$ cat src/pkg/flash_query_defs.svh
// Constants for the flash query geometry and extended query table
// Operation
// - Offset 27h returns log2 of device byte size
// - Interface code bytes 28h/29h read 01, 00
// - Write buffer exponent at 2Ah/2Bh reads 0A, 00
// - Offset 2Ch reports one erase block region
// - Region descriptor: y+1 blocks, z*256 byte size
// - Region one bytes depend on selected density
// - Second region descriptor sits at 31h-34h
// - Offsets 35h-38h reserved, no region data
// - Extended table starts with signature 50,52,49
// - Version digits at base+3, base+4: 31, 34
// - Feature bytes E6/66 by bus, 07, 00, 00
// - Feature bits 11 to 31 read zero
// - Feature bit 0 zero, no chip erase
// - Pointer at 15h/16h gives base 010Ah
`ifndef FLASH_QUERY_DEFS_SVH
`define FLASH_QUERY_DEFS_SVH
`define REG_CTRL        5'h00
`define REG_QADDR       5'h04
`define REG_QDATA       5'h08
`define REG_QWIDE       5'h0C
`define REG_STATUS      5'h10
`define REG_GEOM        5'h14
`define CTRL_MUX_BIT    2
`define CTRL_QEN_BIT    3
`define CTRL_AINC_BIT   4
`define CTRL_RESET      5'h08
`define QADDR_RESET     9'h000
`define Q_PTR_LO        9'h015
`define Q_PTR_HI        9'h016
`define Q_SIZE          9'h027
`define Q_IFACE_LO      9'h028
`define Q_IFACE_HI      9'h029
`define Q_WBUF_LO       9'h02A
`define Q_WBUF_HI       9'h02B
`define Q_REGIONS       9'h02C
`define Q_R1_Y_LO       9'h02D
`define Q_R1_Y_HI       9'h02E
`define Q_R1_Z_LO       9'h02F
`define Q_R1_Z_HI       9'h030
`define Q_R2_FIRST      9'h031
`define Q_R2_LAST       9'h034
`define Q_RSV_FIRST     9'h035
`define Q_RSV_LAST      9'h038
`define Q_EXT_BASE      9'h10A
`define Q_EXT_LAST      9'h112
`define CODE_SIZE_128   8'h18
`define CODE_SIZE_256   8'h19
`define CODE_SIZE_512   8'h1A
`define CODE_SIZE_1G    8'h1B
`define CODE_IFACE      8'h01
`define CODE_WBUF       8'h0A
`define CODE_REGIONS    8'h01
`define CODE_Y_LO_FULL  8'hFF
`define CODE_Y_LO_256   8'h7F
`define CODE_Y_HI_1G    8'h01
`define CODE_Z_HI       8'h04
`define CODE_EMPTY      8'h00
`define CODE_PTR_LO     8'h0A
`define CODE_PTR_HI     8'h01
`define CODE_SIG0       8'h50
`define CODE_SIG1       8'h52
`define CODE_SIG2       8'h49
`define CODE_VER_MAJ    8'h31
`define CODE_VER_MIN    8'h34
`define CODE_FEAT_NOMUX 8'hE6
`define CODE_FEAT_MUX   8'h66
`define CODE_FEAT1      8'h07
`endif

$ cat src/pkg/flash_query_pkg.sv
// Types shared by the flash query table modules
package flash_query_pkg;

  // Density selection of the emulated part
  typedef enum logic [1:0] {
    DENS_128M = 2'h0,
    DENS_256M = 2'h1,
    DENS_512M = 2'h2,
    DENS_1G   = 2'h3
  } density_type;

  // Bus slave states, one-hot
  typedef enum logic [1:0] {
    ST_IDLE = 2'b01,
    ST_RESP = 2'b10
  } bus_state_type;

  // Control register fields
  typedef struct packed {
    logic        autoInc;
    logic        queryEn;
    logic        muxBus;
    density_type density;
  } ctrl_type;

  // One looked-up table byte with its hit flag
  typedef struct packed {
    logic       hit;
    logic [7:0] value;
  } qbyte_type;

endpackage

$ cat src/verilog/flash_query_table.sv
// Query table block with an Avalon-MM register slave
//
// Our own choices: the register offsets and the Avalon-MM register port.
`timescale 1ns/1ps
`include "flash_query_defs.svh"
module flash_query_table (
  // Clock and reset
  input  wire logic        clock,
  input  wire logic        srst,
  // Avalon-MM slave
  input  wire logic [4:0]  address,
  input  wire logic        read,
  input  wire logic        write,
  input  wire logic [31:0] writedata,
  input  wire logic [3:0]  byteenable,
  output logic [31:0]      readdata,
  output logic             waitrequest
);

  // Bus slave state
  flash_query_pkg::bus_state_type state_reg;
  flash_query_pkg::bus_state_type state_next;
  logic [31:0]                    readdata_reg;
  logic [31:0]                    readdata_next;

  // Software visible state
  flash_query_pkg::ctrl_type      ctrl_reg;
  flash_query_pkg::ctrl_type      ctrl_next;
  logic [8:0]                     qaddr_reg;
  logic [8:0]                     qaddr_next;
  logic [7:0]                     readCount_reg;
  logic [7:0]                     readCount_next;
  logic                           lastHit_reg;
  logic                           lastHit_next;

  // Lookup results, one lane per consecutive offset
  logic [31:0]                    wideWord;
  logic [3:0]                     laneHit;
  logic [15:0]                    queryWord;

  // Request decode
  logic                           request;
  logic                           accept;
  logic                           isData;
  logic                           isWide;

  // Geometry decoded from the region one descriptor, and the status and control words
  logic [15:0]                    blockCount;
  logic [15:0]                    blockUnits;
  logic [31:0]                    geomWord;
  logic [31:0]                    statusWord;
  logic [31:0]                    ctrlWord;

  // Request and acceptance of a bus cycle
  assign request = read | write;
  assign accept  = request && (state_reg == flash_query_pkg::ST_RESP);
  assign isData  = (address == `REG_QDATA);
  assign isWide  = (address == `REG_QWIDE);

  // Four lookup lanes at qaddr, qaddr+1, qaddr+2 and qaddr+3
  genvar lane;
  generate
    for (lane = 0; lane < 4; lane = lane + 1) begin : gLane
      logic [8:0]                 laneAddr;
      flash_query_pkg::qbyte_type geoByte;
      flash_query_pkg::qbyte_type extByte;

      assign laneAddr = qaddr_reg + 9'(lane);

      geometry_rom uGeo (
        .qAddr   (laneAddr),
        .density (ctrl_reg.density),
        .qByte   (geoByte)
      );

      ext_query_rom uExt (
        .qAddr  (laneAddr),
        .muxBus (ctrl_reg.muxBus),
        .qByte  (extByte)
      );

      // The two tables never overlap, so an OR merges them
      assign wideWord[lane*8 +: 8] = geoByte.value | extByte.value;
      assign laneHit[lane]         = geoByte.hit | extByte.hit;
    end
  endgenerate

  // Byte on the low lane, upper byte held at zero while querying
  assign queryWord = ctrl_reg.queryEn ? {8'h00, wideWord[7:0]} : 16'h0000;

  // Region one descriptor split into count and size fields
  assign blockCount = wideWord[15:0] + 16'h0001;
  assign blockUnits = wideWord[31:16];

  // Decoded geometry read by software, only at the region one descriptor
  always_comb begin
    geomWord = 32'h0000_0000;
    if (qaddr_reg == `Q_R1_Y_LO) begin
      geomWord = {blockUnits, blockCount};
    end
  end

  // Status word
  always_comb begin
    statusWord         = 32'h0000_0000;
    statusWord[0]      = ctrl_reg.queryEn;
    statusWord[1]      = lastHit_reg;
    statusWord[2]      = laneHit[0];
    statusWord[15:8]   = readCount_reg;
    statusWord[24:16]  = qaddr_reg;
  end

  // Control word as read back
  always_comb begin
    ctrlWord      = 32'h0000_0000;
    ctrlWord[4:0] = ctrl_reg;
  end

  // Bus state machine: one wait cycle, then the answer
  always_comb begin
    state_next = state_reg;
    case (state_reg)
      flash_query_pkg::ST_IDLE: begin
        if (request) begin
          state_next = flash_query_pkg::ST_RESP;
        end
      end
      flash_query_pkg::ST_RESP: begin
        state_next = flash_query_pkg::ST_IDLE;
      end
      default: begin
        state_next = flash_query_pkg::ST_IDLE;
      end
    endcase
  end

  // Wait until the answer cycle
  assign waitrequest = request && (state_reg != flash_query_pkg::ST_RESP);

  // Read data loaded in the wait cycle, held until the next read
  always_comb begin
    readdata_next = readdata_reg;
    if (read && (state_reg == flash_query_pkg::ST_IDLE)) begin
      case (address)
        `REG_CTRL:   readdata_next = ctrlWord;
        `REG_QADDR:  readdata_next = {23'h000000, qaddr_reg};
        `REG_QDATA:  readdata_next = {16'h0000, queryWord};
        `REG_QWIDE:  readdata_next = ctrl_reg.queryEn ? wideWord : 32'h0000_0000;
        `REG_STATUS: readdata_next = statusWord;
        `REG_GEOM:   readdata_next = geomWord;
        default:     readdata_next = 32'h0000_0000;
      endcase
    end
  end

  // Control register writes honour the low byte lane
  always_comb begin
    ctrl_next = ctrl_reg;
    if (accept && write && (address == `REG_CTRL) && byteenable[0]) begin
      ctrl_next = flash_query_pkg::ctrl_type'(writedata[4:0]);
    end
  end

  // Query address: written, or stepped after a data read
  always_comb begin
    qaddr_next = qaddr_reg;
    if (accept && write && (address == `REG_QADDR)) begin
      if (byteenable[0]) begin
        qaddr_next[7:0] = writedata[7:0];
      end
      if (byteenable[1]) begin
        qaddr_next[8] = writedata[8];
      end
    end else if (accept && read && ctrl_reg.autoInc && ctrl_reg.queryEn) begin
      if (isData) begin
        qaddr_next = qaddr_reg + 9'h001;
      end else if (isWide) begin
        qaddr_next = qaddr_reg + 9'h004;
      end
    end
  end

  // Count query reads and remember whether the last one hit the table
  always_comb begin
    readCount_next = readCount_reg;
    lastHit_next   = lastHit_reg;
    if (accept && read && (isData || isWide)) begin
      readCount_next = readCount_reg + 8'h01;
      lastHit_next   = laneHit[0];
    end
  end

  // Bus state register
  always_ff @(posedge clock) begin
    if (srst) begin
      state_reg <= flash_query_pkg::ST_IDLE;
    end else begin
      state_reg <= state_next;
    end
  end

  // Read data register
  always_ff @(posedge clock) begin
    if (srst) begin
      readdata_reg <= 32'h0000_0000;
    end else begin
      readdata_reg <= readdata_next;
    end
  end

  // Control register
  always_ff @(posedge clock) begin
    if (srst) begin
      ctrl_reg <= flash_query_pkg::ctrl_type'(`CTRL_RESET);
    end else begin
      ctrl_reg <= ctrl_next;
    end
  end

  // Query address register
  always_ff @(posedge clock) begin
    if (srst) begin
      qaddr_reg <= `QADDR_RESET;
    end else begin
      qaddr_reg <= qaddr_next;
    end
  end

  // Query read counter and last hit flag
  always_ff @(posedge clock) begin
    if (srst) begin
      readCount_reg <= 8'h00;
      lastHit_reg   <= 1'b0;
    end else begin
      readCount_reg <= readCount_next;
      lastHit_reg   <= lastHit_next;
    end
  end

  // Read data straight from its register
  assign readdata = readdata_reg;

endmodule

$ cat src/verilog/geometry_rom.sv
// Device geometry bytes, offsets 27h to 38h
`timescale 1ns/1ps
`include "flash_query_defs.svh"
module geometry_rom (
  // Lookup
  input  wire logic [8:0]                qAddr,
  input  wire flash_query_pkg::density_type density,
  // Result
  output flash_query_pkg::qbyte_type     qByte
);

  // Table decode; every byte not listed reads as zero
  always_comb begin
    qByte.hit   = 1'b1;
    qByte.value = `CODE_EMPTY;
    case (qAddr)
      `Q_SIZE: begin
        case (density)
          flash_query_pkg::DENS_128M: qByte.value = `CODE_SIZE_128;
          flash_query_pkg::DENS_256M: qByte.value = `CODE_SIZE_256;
          flash_query_pkg::DENS_512M: qByte.value = `CODE_SIZE_512;
          default:                    qByte.value = `CODE_SIZE_1G;
        endcase
      end
      `Q_IFACE_LO: qByte.value = `CODE_IFACE;
      `Q_IFACE_HI: qByte.value = `CODE_EMPTY;
      `Q_WBUF_LO:  qByte.value = `CODE_WBUF;
      `Q_WBUF_HI:  qByte.value = `CODE_EMPTY;
      `Q_REGIONS:  qByte.value = `CODE_REGIONS;
      `Q_R1_Y_LO:  qByte.value = (density == flash_query_pkg::DENS_256M) ? `CODE_Y_LO_256 : `CODE_Y_LO_FULL;
      `Q_R1_Y_HI:  qByte.value = (density == flash_query_pkg::DENS_1G) ? `CODE_Y_HI_1G : `CODE_EMPTY;
      `Q_R1_Z_LO:  qByte.value = `CODE_EMPTY;
      `Q_R1_Z_HI:  qByte.value = `CODE_Z_HI;
      default: begin
        // Second region has no blocks, reserved span carries nothing
        qByte.hit = ((qAddr >= `Q_R2_FIRST) && (qAddr <= `Q_R2_LAST))
                 || ((qAddr >= `Q_RSV_FIRST) && (qAddr <= `Q_RSV_LAST));
      end
    endcase
  end

endmodule

$ cat src/verilog/ext_query_rom.sv
// Extended query pointer and table bytes
`timescale 1ns/1ps
`include "flash_query_defs.svh"
module ext_query_rom (
  // Lookup
  input  wire logic [8:0]            qAddr,
  input  wire logic                  muxBus,
  // Result
  output flash_query_pkg::qbyte_type qByte
);

  logic [8:0] rel;

  // Offset inside the extended table
  assign rel = qAddr - `Q_EXT_BASE;

  // Table decode; higher feature bytes read zero
  always_comb begin
    qByte.hit   = 1'b1;
    qByte.value = `CODE_EMPTY;
    if (qAddr == `Q_PTR_LO) begin
      qByte.value = `CODE_PTR_LO;
    end else if (qAddr == `Q_PTR_HI) begin
      qByte.value = `CODE_PTR_HI;
    end else if ((qAddr >= `Q_EXT_BASE) && (qAddr <= `Q_EXT_LAST)) begin
      case (rel)
        9'h000:  qByte.value = `CODE_SIG0;
        9'h001:  qByte.value = `CODE_SIG1;
        9'h002:  qByte.value = `CODE_SIG2;
        9'h003:  qByte.value = `CODE_VER_MAJ;
        9'h004:  qByte.value = `CODE_VER_MIN;
        9'h005:  qByte.value = muxBus ? `CODE_FEAT_MUX : `CODE_FEAT_NOMUX;
        9'h006:  qByte.value = `CODE_FEAT1;
        default: qByte.value = `CODE_EMPTY;
      endcase
    end else begin
      qByte.hit = 1'b0;
    end
  end

endmodule

$ cat config.mk
export PLATFORM = sky130hd
export DESIGN_NAME = flash_query_table
export DESIGN_NICKNAME = d
export VERILOG_FILES = /design/src/pkg/flash_query_pkg.sv /design/src/verilog/flash_query_table.sv /design/src/verilog/geometry_rom.sv /design/src/verilog/ext_query_rom.sv
export VERILOG_INCLUDE_DIRS = /design/src /design/src/pkg
export SDC_FILE = /design/constraint.sdc
export NUM_CORES = 1
export LEC_CHECK = 0
export ABC_CLOCK_PERIOD_IN_PS = 8700
export BUFFER_PORTS_ARGS = -buffer_cell sky130_fd_sc_hd__buf_4
export CAP_MARGIN = 20
export CELL_PAD_IN_SITES_DETAIL_PLACEMENT = 0
export CELL_PAD_IN_SITES_GLOBAL_PLACEMENT = 1
export CORE_ASPECT_RATIO = 1.2
export CORE_MARGIN = 5
export CORE_UTILIZATION = 47
export CTS_CLUSTER_DIAMETER = 120
export DETAILED_ROUTE_END_ITERATION = 7
export PLACE_DENSITY_LB_ADDON = 0.2
export SYNTH_ARGS = -nofsm -noshare
export SYNTH_HDL_FRONTEND = slang
export SYNTH_HIERARCHICAL = 1
export SYNTH_SLANG_ARGS = --single-unit
$ cat constraint.sdc
create_clock -name clock -period 8.7 [get_ports clock]
set_input_delay 1.74 -clock clock [delete_from_list [all_inputs] [get_ports clock]]
set_output_delay 1.74 -clock clock [all_outputs]
set_load 0.005 [all_outputs]
### Yosys cells after proc, flatten, opt, wreduce, memory -nomap -nowiden

Index checks and enable logic that the tools add are counted.

* output and inout bits: 33
* ROM bits: 0
* memory bits (writable): 0
* logic and storage cells: 188
* bits in latches: 0
* register bits after elaboration: 57
* bits of input ports: 45
* memories: 0

* reduce and logical (&&, ||, !) cells: 35
* eq/ne operators: 76
* $mul: 0
* bitwise gates (word level): 7
* add/subtract/negate cells: 10
* $lt $le $gt $ge: 12
* shift-type cells: 0
* multiplexer cells: 38
* divide/modulo/power cells: 0

Operators by type and width (count)
* 9-bit by 6-bit == test with 1-bit output, second input constant: 31
* 8-bit case mux with 7 select lines: 4
* 32-bit case mux with 6 select lines: 1
* 8-bit case mux with 6 select lines: 4
* 8-bit 2-to-1 mux: 16
* 9-bit by 3-bit == test with 1-bit output, second input constant: 12
* 9-bit by 2-bit == test with 1-bit output, second input constant: 8
* 9-bit by 5-bit == test with 1-bit output, second input constant: 8
* 32-bit 2-to-1 mux: 2
* 9-bit by 1-bit == test with 1-bit output, second input constant: 4
* 9-bit >= comparator, second input constant: 4
* 9-bit <= comparator, second input constant: 4
* 9-bit logical NOT: 4
* 9-bit 2-to-1 mux: 4
* 9-bit subtractor, second input constant: 4
* 8-bit OR: 4
* 9-bit by 2-bit adder with 9-bit output, second input constant: 2
* 9-bit by 6-bit >= comparator with 1-bit output, second input constant: 2
* 9-bit by 6-bit <= comparator with 1-bit output, second input constant: 2
* 1-bit logical AND: 17
* 16-bit by 1-bit adder with 16-bit output, second input constant: 1
* 5-bit by 4-bit == test with 1-bit output, second input constant: 2
* 5-bit == test, second input constant: 2
* 10-bit OR reduction: 1
* other kinds (18): 35

### Logic depth before layout (Yosys ltp)

* depth in word-level cells: 11
* depth in mapped cells: 14
* depth with buffers taken out: 14

### By module

The synthesis kept the hierarchy.

By module, submodules not included
* flash_query_table: instances 1, area an instance 3612.2 um^2, sequential area each 1141.1 um^2, cells each 458
* ext_query_rom: instances 4, area an instance 400.4 um^2, sequential area each 0.0 um^2, cells each 59
* geometry_rom: instances 4, area an instance 261.5 um^2, sequential area each 0.0 um^2, cells each 36

### Worst setup path after synthesis

No wires, ideal clock.

* kind: flip-flop to flip-flop
* start point: register qaddr_reg[0]
* end point: register readdata_reg[15] (netlist: readdata[15])
* period minus slack after synthesis: 3.800 ns
* stages on the path, launching flop included: 15
* path buffers: 1
* data required time: 8.567 ns
* arrival time: 3.667 ns
* setup time: 0.133 ns
* slack: 4.900 ns
* cell sequence: dfxtp_1 -> inv_1 -> ha_1 -> buf_4 -> inv_1 -> ha_1 -> nand2b_2 -> o31ai_4 -> or4b_1 -> a21oi_1 -> nor2_1 -> nor4_1 -> nand4_1 -> xnor2_1 -> o22ai_1

RTL lines
* start, declared: line flash_query_table.sv:29 `logic [8:0] qaddr_reg;`
* start signal, assigned: line flash_query_table.sv:223 `` qaddr_reg <= `QADDR_RESET; ``
* start signal, assigned: line flash_query_table.sv:225 `qaddr_reg <= qaddr_next;`
* end signal, assigned: line flash_query_table.sv:207 `readdata_reg <= readdata_next;`
* end, declared: line flash_query_table.sv:23 `logic [31:0] readdata_reg;`

==> impl_metrics.toml <==
[clock_network]
ctsHoldBuffers = 0
clockBufferDepth = 2
root_buffer = "clkbuf_16"
cts_buffers = 9
postCtsSetupBuffers = 0
htree_levels = 3
cts_resized = 0
clkSinkCount = 57
path_clk_slew_ps = 50
clk_latency_ps = 330
cts_tree = "done"

[route]
dr.pass1.iters = 5
vias = 6416
drc = 0
ant_nets = 0
wl_um = 19200
drtIter0Drc = 622
wire_per_inst_um = 19.0
via_per_inst = 6.35

[run]
max_cap_violations = 0

[layout]
num_antenna_cells = 0
drive_gt1_frac = 0.135
largest_register_ffs = 32
final_nets = 903
fill_cells = 1233
multi_input_area_um2 = 4650
post-route-util = 0.537
regArea_um2 = 1140
area_growth_pct = 11.1

[setup_path]
path_class = "flip-flop to flip-flop"
cp.depth = 14
critPathCaptureType = "flip-flop"
crit_fanout = 29
max_stage_delay_ps = 910
critPathLaunchType = "flip-flop"
path_cells = "buf_4 -> inv_1 -> ha_1 -> inv_1 -> ha_1 -> nand2b_2 -> o31ai_4 -> or4b_1 -> a21oi_1 -> nor2_1 -> nor4_1 -> nand4_1 -> xnor2_1 -> o22ai_1"
rr_worst_depth = 14
critPathSlowestCell = "ha_1"
path_delay_family = "simple AND/OR/NAND/NOR gates"
crit_buf_inv = 3
crit_required_ps = 8890
crit_arrival_ps = 4940

[sta]
fmax_mhz = 211
finClkSkew_ps = 3.11
slew_violations = 0
fin_setup_tns_ps = 0
period_share = 0.545
max_slew_margin = 0.278
setup_viol = 0
finalHoldViolCount = 0
worst_slew_pin_slew_ps = 1080
period_needed_ps = 4750
rsz0062_at_grt = "no"

[placed_design]
place.gp.congestion = 0.874
dp_hpwl_um = 13900
io_buffers = 52

[power]
peakVddDrop_uv = 76.2
finalPower_uw = 677
power.leakage_nw = 2.20
power_density_nw_per_um2 = 99.0

[die]
rows = 45
dieArea_um2 = 15500
die_width_um = 114
die_y_um = 135
coreArea_um2 = 12700
num_io_pins = 78
start_util = 0.484

[synthesis]
synth_area_per_cell_um2 = 7.48
syn_inst = 823
syn_nets = 884
yosysWarnings = 6
syn-cell-area_um2 = 6150

[global_route]
grt_pass1_vias = 6070
antenna_found_initial = 0
globalRouteTotalUtil = 0.244
grt_pass1_wl_um = 31100
grt_max_degree = 62
grt_overflow = 0

[worst_hold_path]
hold_depth = 2
hp-class = "flip-flop to flip-flop"

[outcome]
outcome = "completed"
path summary, 6_finish.rpt:
| path | from | end | slack [ps] |
|---|---|---|---|
| setup / recovery | qaddr_reg[1]$_SDFFE_PP0P_ | readdata[15]$_SDFFE_PP0P_ | 3950 |
| hold / removal | readdata[28]$_SDFFE_PP0P_ | readdata[28]$_SDFFE_PP0P_ | 450 |
| setup reg to reg | qaddr_reg[1]$_SDFFE_PP0P_ | readdata[15]$_SDFFE_PP0P_ | 3950 |
| hold reg to reg | readdata[28]$_SDFFE_PP0P_ | readdata[28]$_SDFFE_PP0P_ | 450 |
metrics by stage:
step	setup slack (ps)	hold slack, ps	instances	cell area (um2)
finish	3950	450	1010	6840
CTS	4060	456	1010	6840
detailed placement	4080	449	995	6540
global placement	4150	441	995	6540
global route	3560	468	1010	6840
floorplan	4900	448	823	6150
power by group:
part / internal, mW / switching [mW] / total [mW]
sequential: 0.265 / 0.00269 / 0.268
combinational: 0.0189 / 0.0308 / 0.0497
clock: 0.235 / 0.125 / 0.359
total: 0.519 / 0.158 / 0.677
per-layer routing:
metal / vias up / part of all wire / GRT usage
met3: 52 / 0.060 / 0.0357
li1: 3096 / - / -
met5: - / 0 / 0
met4: 0 / 0.031 / 0.0970
met2: 217 / 0.47 / 0.395
met1: 3051 / 0.44 / 0.325
worst min-delay path, stage by stage, from the launching register on:
cell	delay (ps)
dfxtp_1	300
nand2_1	50
a21oi_1	50
final cells by class:
| cell class | count | area share |
|---|---|---|
| Inverter | 26 | 0.0143 |
| Multi-Input combinational cell | 688 | 0.680 |
| Clock buffer | 12 | 0.0375 |
| Tap cell | 164 | 0.0300 |
| Clock inverter | 3 | 0.00586 |
| Sequential cell | 57 | 0.167 |
| Timing Repair Buffer | 60 | 0.0659 |
cells in the final DEF, fill, tap and decap left out, types with 26 or more instances in the layout:
cell type,instances
nor2_1,71
nand2_1,66
buf_4,60
dfxtp_1,57
a21oi_1,50
o21ai_0,37
nand3_1,34
nor3_1,34
xnor2_1,32
inv_1,26
(Power assumes the default switching activity.)
